--- config.mk ---
export PLATFORM = sky130hd
export DESIGN_NAME = hupc_top
export DESIGN_NICKNAME = d
export VERILOG_FILES = /design/src/hdl/hupc_top.v
export VERILOG_INCLUDE_DIRS = /design/src /design/src/hdl
export SDC_FILE = /design/constraint.sdc
export NUM_CORES = 1
export LEC_CHECK = 0
export BUFFER_PORTS_ARGS = -buffer_cell sky130_fd_sc_hd__clkbuf_2
export CORE_MARGIN = 4
export CORE_UTILIZATION = 50
export DETAILED_ROUTE_END_ITERATION = 16
export HOLD_SLACK_MARGIN = 0.1
export PLACE_DENSITY = 0.76
export SYNTH_ARGS = -nofsm -noshare
export SYNTH_HDL_FRONTEND = slang
export SYNTH_SLANG_ARGS = --single-unit
export TNS_END_PERCENT = 50
--- constraint.sdc ---
create_clock -name clk_i -period 2 [get_ports clk_i]
set_input_delay 0.6 -clock clk_i [delete_from_list [all_inputs] [get_ports clk_i]]
set_output_delay 0.6 -clock clk_i [all_outputs]
set_load 0.01 [all_outputs]
--- src/hdl/hupc_consts.vh ---
// Constants for the hub upstream port control block.
// Assumes the link layer reports its state in the HUPC_LS_* encoding.
// Contract
// Port machine resets to unpowered and holds link in SS.Disabled there.
// Port goes unpowered on VBUS loss, lost terminations, or failed configuration.
// Port enters detecting from unpowered, fault warm reset, any reset, polling timeout.
// Detecting state holds link in Rx.Detect.
// Detected terminations move detecting to training; link in Polling while training.
// Polling.Idle to U0 moves training to configuring; start configuration on entry.
// Configuring sends only link packets, link commands, default control responses.
// Recovery timeout in configuring or addressed goes to fault, link SS.Inactive.
// Fault state is left only by a warm reset; the code also leaves it for unpowered on VBUS loss or lost terminations.
// Acknowledged Set Address status moves configuring to addressed.
// Addressed entered in U0; later any link state, any packet type allowed.
// High-speed connect logic runs independently of USB 2.0 connect logic.
// Connect machine resets unpowered, returns on VBUS loss, link SS.Disabled there.
// Connect attempt entered on VBUS plus local power, or link detect/training timeout.
// Connect attempt becomes connected when link goes Polling to U0.
// Downstream status change while link in U1 or U2 requests U0.
// Downstream status change in U3 wakes only if remote wakeup mask allows.
// One PM timer tracks only U2 inactivity; no U1 timeout.
// U2 inactivity timeout loads on each received U2 timeout packet.
// PM timer clears whenever the link enters U1.
// PM timer error at most 500 us late, never early.
// In U1, timer reaching timeout other than 0xff or 0x00 requests U2.
// Both machines registered on hub clock; synchronous reset forces unpowered.
`ifndef HUPC_CONSTS_VH
`define HUPC_CONSTS_VH

// Link state encoding
`define HUPC_LS_W        4
`define HUPC_LS_DISABLED 4'h0
`define HUPC_LS_RXDET    4'h1
`define HUPC_LS_POLLING  4'h2
`define HUPC_LS_U0       4'h3
`define HUPC_LS_U1       4'h4
`define HUPC_LS_U2       4'h5
`define HUPC_LS_U3       4'h6
`define HUPC_LS_RECOVERY 4'h7
`define HUPC_LS_INACTIVE 4'h8

// Port machine states
`define HUPC_PS_W        3
`define HUPC_PS_UNPWR    3'h0
`define HUPC_PS_DETECT   3'h1
`define HUPC_PS_TRAIN    3'h2
`define HUPC_PS_CONFIG   3'h3
`define HUPC_PS_FAULT    3'h4
`define HUPC_PS_ADDR     3'h5

// Connect machine states
`define HUPC_HS_W        2
`define HUPC_HS_UNPWR    2'h0
`define HUPC_HS_ATTEMPT  2'h1
`define HUPC_HS_LINKED   2'h2

// U2 inactivity timeout
`define HUPC_TO_W        8
`define HUPC_TO_OFF      8'hff
`define HUPC_TO_ZERO     8'h00
`define HUPC_TO_RESET    8'h00

// Timing
`define HUPC_CLK_MHZ     100
`define HUPC_UNIT_US     256
`define HUPC_LATE_MAX_US 500
`define HUPC_PRE_W       24

`endif

--- src/hdl/hupc_top.v ---
// Hub upstream port control: port machine, connect machine, upstream
// link power requests and the U2 inactivity PM timer.
// Assumes link events are one-cycle pulses on clk_i; VBUS and local
// power arrive from pins and are synchronised here.
`include "hupc_consts.vh"

module hupc_top #(
  // Clock cycles per U2 timeout unit
  parameter UNIT_CYCLES = `HUPC_UNIT_US * `HUPC_CLK_MHZ
) (
  // Clock and reset
  input  wire                    clk_i,
  input  wire                    rst_n_i,
  // Power pins
  input  wire                    vbus_valid_i,
  input  wire                    local_pwr_valid_i,
  input  wire                    local_pwr_needed_i,
  // Link layer status
  input  wire [`HUPC_LS_W-1:0]   link_state_i,
  input  wire                    term_detected_i,
  input  wire                    term_lost_i,
  input  wire                    polling_timeout_i,
  input  wire                    rxdet_timeout_i,
  input  wire                    recovery_timeout_i,
  input  wire                    warm_reset_i,
  input  wire                    any_reset_i,
  // Configuration and protocol events
  input  wire                    cfg_failed_i,
  input  wire                    set_addr_acked_i,
  input  wire                    u2_lmp_valid_i,
  input  wire [`HUPC_TO_W-1:0]   u2_lmp_timeout_i,
  // Downstream ports
  input  wire                    ds_status_change_i,
  input  wire                    wake_mask_allows_i,
  // Machine states
  output reg  [`HUPC_PS_W-1:0]   port_state_o,
  output reg  [`HUPC_HS_W-1:0]   hub_conn_state_o,
  // Link commands
  output reg  [`HUPC_LS_W-1:0]   port_link_target_o,
  output reg  [`HUPC_LS_W-1:0]   hub_link_target_o,
  output reg                     cfg_start_o,
  output reg                     tx_limited_o,
  output reg                     tx_any_o,
  // Power management requests
  output reg                     req_u0_o,
  output reg                     req_u2_o,
  output reg                     remote_wake_o,
  output reg  [`HUPC_TO_W-1:0]   u2_timeout_o
);

  // Pin synchronisers
  reg  vbus_meta;
  reg  vbus_s;
  reg  lpwr_meta;
  reg  lpwr_s;

  always @(posedge clk_i) begin
    if (!rst_n_i) begin
      vbus_meta <= 1'b0;
      vbus_s    <= 1'b0;
      lpwr_meta <= 1'b0;
      lpwr_s    <= 1'b0;
    end else begin
      vbus_meta <= vbus_valid_i;
      vbus_s    <= vbus_meta;
      lpwr_meta <= local_pwr_valid_i;
      lpwr_s    <= lpwr_meta;
    end
  end

  // Link state history
  reg  [`HUPC_LS_W-1:0] link_prev;
  wire                  poll_to_u0;
  wire                  u1_entry;
  wire                  link_in_u0;

  always @(posedge clk_i) begin
    if (!rst_n_i) begin
      link_prev <= `HUPC_LS_DISABLED;
    end else begin
      link_prev <= link_state_i;
    end
  end

  assign poll_to_u0 = (link_prev == `HUPC_LS_POLLING) && (link_state_i == `HUPC_LS_U0);
  assign u1_entry   = (link_prev != `HUPC_LS_U1) && (link_state_i == `HUPC_LS_U1);
  assign link_in_u0 = (link_state_i == `HUPC_LS_U0);

  // Port machine
  reg  [`HUPC_PS_W-1:0] port_state;
  reg  [`HUPC_PS_W-1:0] next_port_state;

  always @* begin
    next_port_state = port_state;
    case (port_state)
      `HUPC_PS_UNPWR: begin
        if (vbus_s) begin
          next_port_state = `HUPC_PS_DETECT;
        end
      end
      `HUPC_PS_DETECT: begin
        if (term_detected_i) begin
          next_port_state = `HUPC_PS_TRAIN;
        end
      end
      `HUPC_PS_TRAIN: begin
        if (polling_timeout_i) begin
          next_port_state = `HUPC_PS_DETECT;
        end else if (poll_to_u0) begin
          next_port_state = `HUPC_PS_CONFIG;
        end
      end
      `HUPC_PS_CONFIG: begin
        if (cfg_failed_i) begin
          next_port_state = `HUPC_PS_UNPWR;
        end else if (any_reset_i) begin
          next_port_state = `HUPC_PS_DETECT;
        end else if (recovery_timeout_i) begin
          next_port_state = `HUPC_PS_FAULT;
        end else if (set_addr_acked_i && link_in_u0) begin
          // Addressed only entered with the link in U0
          next_port_state = `HUPC_PS_ADDR;
        end
      end
      `HUPC_PS_FAULT: begin
        if (warm_reset_i) begin
          next_port_state = `HUPC_PS_DETECT;
        end
      end
      `HUPC_PS_ADDR: begin
        if (any_reset_i) begin
          next_port_state = `HUPC_PS_DETECT;
        end else if (recovery_timeout_i) begin
          next_port_state = `HUPC_PS_FAULT;
        end
      end
      default: begin
        next_port_state = `HUPC_PS_UNPWR;
      end
    endcase
    // Power or termination loss overrides everything
    if (!vbus_s || term_lost_i) begin
      next_port_state = `HUPC_PS_UNPWR;
    end
  end

  always @(posedge clk_i) begin
    if (!rst_n_i) begin
      port_state <= `HUPC_PS_UNPWR;
    end else begin
      port_state <= next_port_state;
    end
  end

  // Link target for each port state
  reg  [`HUPC_LS_W-1:0] next_port_link;

  always @* begin
    case (next_port_state)
      `HUPC_PS_UNPWR:  next_port_link = `HUPC_LS_DISABLED;
      `HUPC_PS_DETECT: next_port_link = `HUPC_LS_RXDET;
      `HUPC_PS_TRAIN:  next_port_link = `HUPC_LS_POLLING;
      `HUPC_PS_CONFIG: next_port_link = `HUPC_LS_U0;
      `HUPC_PS_FAULT:  next_port_link = `HUPC_LS_INACTIVE;
      `HUPC_PS_ADDR:   next_port_link = `HUPC_LS_U0;
      default:         next_port_link = `HUPC_LS_DISABLED;
    endcase
  end

  // Connect machine, independent of any USB 2.0 connect path
  reg  [`HUPC_HS_W-1:0] hub_state;
  reg  [`HUPC_HS_W-1:0] next_hub_state;
  wire                  pwr_ok;

  assign pwr_ok = vbus_s && (lpwr_s || !local_pwr_needed_i);

  always @* begin
    next_hub_state = hub_state;
    case (hub_state)
      `HUPC_HS_UNPWR: begin
        if (pwr_ok) begin
          next_hub_state = `HUPC_HS_ATTEMPT;
        end
      end
      `HUPC_HS_ATTEMPT: begin
        if (poll_to_u0) begin
          next_hub_state = `HUPC_HS_LINKED;
        end
      end
      `HUPC_HS_LINKED: begin
        if (rxdet_timeout_i || polling_timeout_i) begin
          next_hub_state = `HUPC_HS_ATTEMPT;
        end
      end
      default: begin
        next_hub_state = `HUPC_HS_UNPWR;
      end
    endcase
    if (!vbus_s) begin
      next_hub_state = `HUPC_HS_UNPWR;
    end
  end

  always @(posedge clk_i) begin
    if (!rst_n_i) begin
      hub_state <= `HUPC_HS_UNPWR;
    end else begin
      hub_state <= next_hub_state;
    end
  end

  // Connect machine link target
  reg  [`HUPC_LS_W-1:0] next_hub_link;

  always @* begin
    case (next_hub_state)
      `HUPC_HS_UNPWR:   next_hub_link = `HUPC_LS_DISABLED;
      `HUPC_HS_ATTEMPT: next_hub_link = `HUPC_LS_RXDET;
      `HUPC_HS_LINKED:  next_hub_link = link_state_i;
      default:          next_hub_link = `HUPC_LS_DISABLED;
    endcase
  end

  // U2 inactivity timeout value
  reg  [`HUPC_TO_W-1:0] u2_timeout;

  always @(posedge clk_i) begin
    if (!rst_n_i) begin
      u2_timeout <= `HUPC_TO_RESET;
    end else if (u2_lmp_valid_i) begin
      u2_timeout <= u2_lmp_timeout_i;
    end
  end

  // PM timer: prescaler restarts on U1 entry, so no unit is short and
  // expiry is never early; it lands two cycles after the last full unit.
  // Unit count runs on to saturation, independent of the timeout, so a
  // timeout loaded mid-U1 is judged against the real time spent there.
  reg  [`HUPC_PRE_W-1:0] pre_cnt;
  reg  [`HUPC_TO_W-1:0]  pm_units;
  reg                    pm_fired;
  wire                   unit_tick;
  wire                   in_u1;
  wire                   timeout_armed;
  wire                   pm_reached;
  wire                   pm_saturated;
  wire                   pm_expire;

  assign in_u1         = (link_state_i == `HUPC_LS_U1);
  assign unit_tick     = (pre_cnt == UNIT_CYCLES[`HUPC_PRE_W-1:0] - 1'b1);
  assign timeout_armed = (u2_timeout != `HUPC_TO_OFF) && (u2_timeout != `HUPC_TO_ZERO);
  assign pm_reached    = (pm_units >= u2_timeout);
  assign pm_saturated  = (pm_units == {`HUPC_TO_W{1'b1}});
  assign pm_expire     = in_u1 && !u1_entry && timeout_armed && !pm_fired &&
                         pm_reached;

  always @(posedge clk_i) begin
    if (!rst_n_i) begin
      pre_cnt  <= {`HUPC_PRE_W{1'b0}};
      pm_units <= {`HUPC_TO_W{1'b0}};
      pm_fired <= 1'b0;
    end else if (u1_entry || !in_u1) begin
      pre_cnt  <= {`HUPC_PRE_W{1'b0}};
      pm_units <= {`HUPC_TO_W{1'b0}};
      pm_fired <= 1'b0;
    end else begin
      if (pm_expire) begin
        pm_fired <= 1'b1;
      end
      if (unit_tick) begin
        pre_cnt <= {`HUPC_PRE_W{1'b0}};
        if (!pm_saturated) begin
          pm_units <= pm_units + 1'b1;
        end
      end else begin
        pre_cnt <= pre_cnt + 1'b1;
      end
    end
  end

  // Downstream status change handling
  wire in_u1_u2;
  wire in_u3;
  wire ds_wake_u0;
  wire ds_wake_u3;

  assign in_u1_u2   = in_u1 || (link_state_i == `HUPC_LS_U2);
  assign in_u3      = (link_state_i == `HUPC_LS_U3);
  assign ds_wake_u0 = ds_status_change_i && in_u1_u2;
  assign ds_wake_u3 = ds_status_change_i && in_u3 && wake_mask_allows_i;

  // Next values of the permission and request outputs
  wire next_cfg_start;
  wire next_tx_limited;
  wire next_tx_any;
  wire next_req_u2;

  assign next_cfg_start  = (next_port_state == `HUPC_PS_CONFIG) &&
                           (port_state != `HUPC_PS_CONFIG);
  assign next_tx_limited = (next_port_state == `HUPC_PS_CONFIG);
  assign next_tx_any     = (next_port_state == `HUPC_PS_ADDR);
  // Wake to U0 wins; a U2 request in that cycle would fight it
  assign next_req_u2     = pm_expire && !ds_wake_u0;

  // State, link target and timeout outputs
  always @(posedge clk_i) begin
    if (!rst_n_i) begin
      port_state_o       <= `HUPC_PS_UNPWR;
      hub_conn_state_o   <= `HUPC_HS_UNPWR;
      port_link_target_o <= `HUPC_LS_DISABLED;
      hub_link_target_o  <= `HUPC_LS_DISABLED;
      u2_timeout_o       <= `HUPC_TO_RESET;
    end else begin
      port_state_o       <= next_port_state;
      hub_conn_state_o   <= next_hub_state;
      port_link_target_o <= next_port_link;
      hub_link_target_o  <= next_hub_link;
      u2_timeout_o       <= u2_lmp_valid_i ? u2_lmp_timeout_i : u2_timeout;
    end
  end

  // Transmit permission outputs
  always @(posedge clk_i) begin
    if (!rst_n_i) begin
      cfg_start_o  <= 1'b0;
      tx_limited_o <= 1'b0;
      tx_any_o     <= 1'b0;
    end else begin
      cfg_start_o  <= next_cfg_start;
      tx_limited_o <= next_tx_limited;
      tx_any_o     <= next_tx_any;
    end
  end

  // Link power request outputs, one-cycle pulses
  always @(posedge clk_i) begin
    if (!rst_n_i) begin
      req_u0_o      <= 1'b0;
      req_u2_o      <= 1'b0;
      remote_wake_o <= 1'b0;
    end else begin
      req_u0_o      <= ds_wake_u0;
      req_u2_o      <= next_req_u2;
      remote_wake_o <= ds_wake_u3;
    end
  end

endmodule // hupc_top

==> impl_metrics.env, run 1 <==
export IMPL_outcome="complete, no violations"
export IMPL_yosys_top_cells_count="dfxtp_1, nor2_1, inv_1, nand2_1, xor2_1"
export IMPL_rsz0062_at_grt="false"
export IMPL_synth_main_ff_cell="dfxtp_1"
export IMPL_finalHoldViolations=0
export IMPL_clk_path_buf_depth=2
export IMPL_p_leak_nw=1.56
export IMPL_startpoint_type="flop"
export IMPL_yosys_warnings=0
export IMPL_cpPeakStageDelay_ns=0.41
export IMPL_cts_sinks=67
export IMPL_crit_chain="ha_1 > nand2_1 > nor3_4 > nand3_4 > or4_1 > a21oi_1"
export IMPL_whs_ns=0.433
export IMPL_grt_pass1_wl_um=11200
export IMPL_root_buffer="clkbuf_8"
export IMPL_wirelength_um=6420
export IMPL_worstSkewPairLatency_ns=0.34
export IMPL_grt_max_degree=24
export IMPL_multi_input_area_sq_um=1550
export IMPL_core_sq_um=5680
export IMPL_cts_tree="yes"
export IMPL_area_growth_pct=22.3
export IMPL_critPathRequiredTime_ns=2.27
export IMPL_gp_congestion=0.802
export IMPL_syn_num_nets=374
export IMPL_gr_total_overflow=0
export IMPL_n_antenna_cell=0
export IMPL_drc=0
export IMPL_fp_dieH_um=85.5
export IMPL_via_count=2528
export IMPL_fin_nets=445
export IMPL_drive_above_1_share_pct=22.5
export IMPL_synth_top_area_share_pct=44.6
export IMPL_syn_area_per_cell_sq_um=9.03
export IMPL_ff_latch_area_sq_um=1340
export IMPL_yosys_register_bits=67
export IMPL_power_density_nw_per_um2=755
export IMPL_hpwl_um=4690
export IMPL_grt_pass1_vias=2425
export IMPL_skew_ns=0.00665
export IMPL_io_pins=56
export IMPL_netlist_instances=333
export IMPL_utilization_pct=64.8
export IMPL_grt_antenna_before_repair=0
export IMPL_synth_edf_count=0
export IMPL_synth_distinct_cells=50
export IMPL_arrival_ns=2.12
export IMPL_dr_pass1_iters=4
export IMPL_grt_usage_pct=18.8
export IMPL_synth_most_common_cell="dfxtp_1"
export IMPL_initial_core_util_pct=53.0
export IMPL_critPathKind="reg2reg"
export IMPL_slowest_stage="or4_1"
export IMPL_yosysTopAreaCell="dfxtp_1"
export IMPL_cts_hold_buffers=0
export IMPL_peakVddDrop_mv=0.527
export IMPL_fin_setup_tns_ns=0
export IMPL_finalCritPeriodShare_pct=92.4
export IMPL_dieArea_sq_um=7320
export IMPL_async_flop_share_pct=0
export IMPL_critPathCaptureType="flop"
export IMPL_htree_levels=3
export IMPL_worstHoldPathType="reg2reg"
export IMPL_port_buffer_count=54
export IMPL_maxSlewViolCount=0
export IMPL_post_cts_buffers=0
export IMPL_setup_viol=0
export IMPL_antenna_left=0
export IMPL_viasPerCell=5.26
export IMPL_cap_viol_max_count=0
export IMPL_die_w_um=85.5
export IMPL_ys_seq_area_share_pct=44.6
export IMPL_synth_top_cells_by_area="dfxtp_1, nor2_1, ha_1, xor2_1, and3_1"
export IMPL_cp_max_fo=10
export IMPL_netlist_area_sq_um=3010
export IMPL_wire_per_inst_um=13.3
export IMPL_crit_family="simple AND/OR/NAND/NOR gates"
export IMPL_drt_iter0_markers=141
export IMPL_fmax_mhz=541
export IMPL_num_fill_cells=467
export IMPL_numCtsBuffers=9
export IMPL_fin_crit_ns=1.85
export IMPL_worstPathBufferInverterCount=0
export IMPL_row_count=27
export IMPL_cts_clk_slew_worst_paths_ns=0.07
[placed cells by master (no fill, tap or decap), types with 6 or more instances in the layout]
master / count
a21oi_1: 12
and2_1: 11
and3_1: 13
buf_4: 13
clkbuf_2: 54
clkbuf_8: 11
dfxtp_1: 67
ha_1: 12
inv_1: 19
mux2i_1: 8
nand2_1: 17
nand3_1: 13
nand4_1: 11
nor2_1: 53
nor2b_1: 7
nor3_1: 8
o21ai_0: 6
xnor2_1: 8
xor2_1: 15
[power breakdown]
group / switching [W] / leakage (nW) / internal [W]
Sequential: 0.0000156 / 0.543 / 0.00135
Combinational: 0.0000715 / 0.906 / 0.0000693
Clock: 0.000498 / 0.113 / 0.000768
[registers in the layout, summed over array words and instances, names as in the netlist, 2 cells and up]
signal / flops
hub_link_target_o: 4
link_prev: 4
port_link_target_o: 3
pre_cnt: 24
port_state_o: 3
hub_conn_state_o: 2
u2_timeout_o: 8
pm_units: 8
[kinds of logic after synthesis]
family | share of synthesized area, %
compound gates | 6.99
flops | 44.6
buf+inv | 3.70
simple gates | 29.5
fa+ha+maj | 4.99
other cells | 0.125
mux | 3.41
xor+xnor | 6.70
[worst register-to-register path: cells and delay by family (launching register included)]
| kind | cells | cell delay (ns) |
|---|---|---|
| and+or+nand+nor | 4 | 1.05 |
| DFF | 1 | 0.35 |
| adders and majority gates | 1 | 0.21 |
| AOI/OAI and AO/OA | 1 | 0.17 |
[worst paths after layout]
path	startpoint	endpoint	slack [ns]	cells past startpoint
setup / recovery	pre_cnt[0]	pm_units[5]	0.15	6
hold / removal	lpwr_meta	lpwr_s	0.43	1
setup reg to reg	pre_cnt[0]	pm_units[5]	0.15	6
hold reg to reg	lpwr_meta	lpwr_s	0.43	1
[through the flow]
stage	power (W)	area [sq um]	instances	setup WS, ns
global route	0.00289	3680	481	0.00856
CTS	0.00280	3680	481	0.141
finish	0.00278	3680	481	0.153
floorplan	0.00147	3010	333	0.0860
detailed placement	0.00154	3450	465	-0.167
global placement	0.00153	3450	465	-0.0768
[layer usage]
| metal | wire length [um] | track usage, % |
|---|---|---|
| met5 | 0 | 0 |
| met4 | 119 | 7.77 |
| met3 | 294 | 4.23 |
| met2 | 3030 | 31.9 |
| met1 | 2970 | 23.1 |
[repair_timing]
item	4_1_cts	5_1_grt
hold endpoints to repair	0	0
setup endpoints to repair	0	1
resized for setup	0	1
[layout make-up]
type	instances	area share, %
Clock buffer	12	4.22
Clock inverter	4	1.97
Inverter	20	2.04
Multi-Input combinational cell	238	42.3
Sequential cell	67	36.5
Tap cell	72	2.45
Timing Repair Buffer	68	10.6
No activity file was read; power rests on OpenSTA's default activity.
==> run 2, diff against run 1 <==
--- a/config.mk
+++ b/config.mk
@@ -11,7 +11,7 @@
 export CORE_UTILIZATION = 50
 export DETAILED_ROUTE_END_ITERATION = 16
 export HOLD_SLACK_MARGIN = 0.1
-export PLACE_DENSITY = 0.76
+export PLACE_DENSITY = 0.79
 export SYNTH_ARGS = -nofsm -noshare
 export SYNTH_HDL_FRONTEND = slang
 export SYNTH_SLANG_ARGS = --single-unit
==> constraint.sdc (replaced) <==
create_clock -name clk_i -period 2 [get_ports clk_i]
set_input_delay 0.3 -clock clk_i [delete_from_list [all_inputs] [get_ports clk_i]]
set_output_delay 0.3 -clock clk_i [all_outputs]
set_load 0.01 [all_outputs]
==> run 2 against run 1 <==
Net effect: wire length is 5.8% lower; design area down 3.0%; critical path depth decreased by 1; clock-buffer cell count down 1; utilization shrank 1.9 points; combinational power down 6%; worst hold slack got worse by 0.27 ns; maximum frequency rose by 2.1%; cell count down 2.1%; sequential power about the same; sequential cell count is the same.
==> impl_metrics.env, run 2 (synthesis gave the netlist of run 1 again) <==
export IMPL_io_pins=56
export IMPL_critPathCaptureType="flop"
export IMPL_arrival_ns=2.09
export IMPL_dieArea_sq_um=7320
export IMPL_hp_start="local_pwr_valid_i"
export IMPL_fin_nets=435
export IMPL_viasPerCell=5.28
export IMPL_cpPeakStageDelay_ns=0.41
export IMPL_finalCritPeriodShare_pct=90.5
export IMPL_htree_levels=3
export IMPL_port_buffer_count=54
export IMPL_worstMarginPinSlew_ns=0.520
export IMPL_gp_congestion=0.851
export IMPL_cp_max_fo=10
export IMPL_ff2ff_path_depth=5
export IMPL_fmax_mhz=553
export IMPL_grt_pass1_vias=2398
export IMPL_power_density_nw_per_um2=729
export IMPL_drive_above_1_share_pct=20.6
export IMPL_via_count=2487
export IMPL_gr_total_overflow=0
export IMPL_reg_top3="pre_cnt: 24 flops, pm_units: 8 flops, u2_timeout_o: 8 flops"
export IMPL_setup_viol=0
export IMPL_fin_setup_tns_ns=0
export IMPL_regMostFlops="pre_cnt"
export IMPL_largest_register_ffs=24
export IMPL_initial_core_util_pct=53.0
export IMPL_skew_ns=0.00943
export IMPL_fp_dieH_um=85.5
export IMPL_n_antenna_cell=0
export IMPL_wirelength_um=6050
export IMPL_die_w_um=85.5
export IMPL_relSlewSlack_pct=65.0
export IMPL_finalHoldViolations=0
export IMPL_wire_per_inst_um=12.8
export IMPL_p_leak_nw=1.50
export IMPL_hpwl_um=4550
export IMPL_critPathKind="reg2reg"
export IMPL_reg2reg_slack_ns=0.19
export IMPL_core_sq_um=5680
export IMPL_maxSlewViolCount=0
export IMPL_outcome="complete, no violations"
export IMPL_antenna_left=0
export IMPL_grt_max_degree=24
export IMPL_r2r_end="pm_units[5]"
export IMPL_cts_clk_slew_worst_paths_ns=0.07
export IMPL_area_growth_pct=18.6
export IMPL_post_cts_resized=0
export IMPL_drc=0
export IMPL_grt_antenna_before_repair=0
export IMPL_critPathRequiredTime_ns=2.28
export IMPL_dr_pass1_iters=4
export IMPL_row_count=27
export IMPL_final_cell_mix="dfxtp_1, clkbuf_2, nor2_1"
export IMPL_hold_path_end="lpwr_meta"
export IMPL_layout_commonest_cell="dfxtp_1"
export IMPL_worstHoldPathType="in2reg"
export IMPL_slowest_stage="or4_1"
export IMPL_startpoint_type="flop"
export IMPL_cts_tree="yes"
export IMPL_numCtsBuffers=9
export IMPL_root_buffer="clkbuf_8"
export IMPL_rsz0062_at_grt="false"
export IMPL_p_total_w=0.00260
export IMPL_reg2reg_from="pre_cnt[14]"
export IMPL_cap_viol_max_count=0
export IMPL_crit_chain="nor4b_1 > and4_1 > nand3_4 > or4_1 > a21oi_1"
export IMPL_cts_sinks=67
export IMPL_grt_usage_pct=18.0
export IMPL_clk_path_buf_depth=2
export IMPL_hold_depth=2
export IMPL_drt_iter0_markers=120
export IMPL_worstSkewPairLatency_ns=0.35
export IMPL_fin_crit_ns=1.81
export IMPL_grt_pass1_wl_um=10700
export IMPL_post_cts_buffers=0
export IMPL_peakVddDrop_mv=0.600
-- run 2: cell types whose count changed in the layout (fill, tap and decap cells not counted) --
cell       change
buf_4         -10
bufinv_16      -1
clkbuf_8       -1
clkinv_2       +2
o21ai_0        +1
o21ai_1        -1
-- run 2: layer usage --
| layer | vias to the layer above | part of all wire, % | global-route usage [%] |
|---|---|---|---|
| li1 | 1271 | - | - |
| met1 | 1138 | 47 | 22.9 |
| met2 | 67 | 44 | 28.7 |
| met3 | 11 | 7.1 | 6.15 |
| met4 | 0 | 1.6 | 5.90 |
| met5 | - | 0 | 0 |
-- run 2: stage by stage --
| step | area, sq um | utilization, % | instances | hold slack, ns | setup WS, ns |
|---|---|---|---|---|---|
| 2_1_floorplan | 3010 | - | 333 | 0.412 | 0.326 |
| 3_3_place_gp | 3370 | 59.4 | 455 | 0.417 | 0.191 |
| 3_5_place_dp | 3370 | 59.4 | 455 | 0.424 | 0.0717 |
| 4_1_cts | 3570 | 62.9 | 471 | 0.146 | 0.176 |
| 5_1_grt | 3570 | 62.9 | 471 | 0.160 | 0.00925 |
| 6_report | 3570 | 62.9 | 471 | 0.163 | 0.190 |
-- run 2: how the worst max path moves through the flow --
stage,startpoint,endpoint,slack (ns),cells past startpoint
2_1_floorplan,pre_cnt[0],pm_units[5],0.33,6
5_1_grt,pre_cnt[0],pm_units[7],0.009,6
3_5_place_dp,link_state_i[3],hub_link_target_o[0],0.07,7
3_3_place_gp,link_state_i[3],hub_link_target_o[0],0.19,9
4_1_cts,pre_cnt[0],pm_units[5],0.18,6
6_report,pre_cnt[14],pm_units[5],0.19,5
-- run 2: worst max-delay path, delay by kind of cell, from the launching register on --
family          cells  cell delay, ns
simple gates        4            1.20
compound gates      1            0.15
flops               1            0.40
-- run 2: power breakdown --
| group | switching (W) | leakage (nW) | internal (W) |
|---|---|---|---|
| registers | 0.0000144 | 0.543 | 0.00135 |
| logic | 0.0000690 | 0.857 | 0.0000626 |
| clock network | 0.000497 | 0.0991 | 0.000603 |
| total | 0.000580 | 1.50 | 0.00202 |
-- run 2: what timing repair did --
| item | CTS | global route |
|---|---|---|
| hold endpoints to repair | 0 | 0 |
| hold buffers | 0 | 0 |
| setup endpoints to repair | 0 | 1 |
-- run 2: final cells by class --
| class | instances | area, sq um |
|---|---|---|
| repair buffers | 58 | 313 |
| fillers | 503 | 2110 |
| inverters | 20 | 75.1 |
| well taps | 72 | 90.1 |
| clock buffers | 11 | 141 |
| multi-input cells | 238 | 1550 |
| clock inverters | 5 | 52.6 |
| flip-flops and latches | 67 | 1340 |
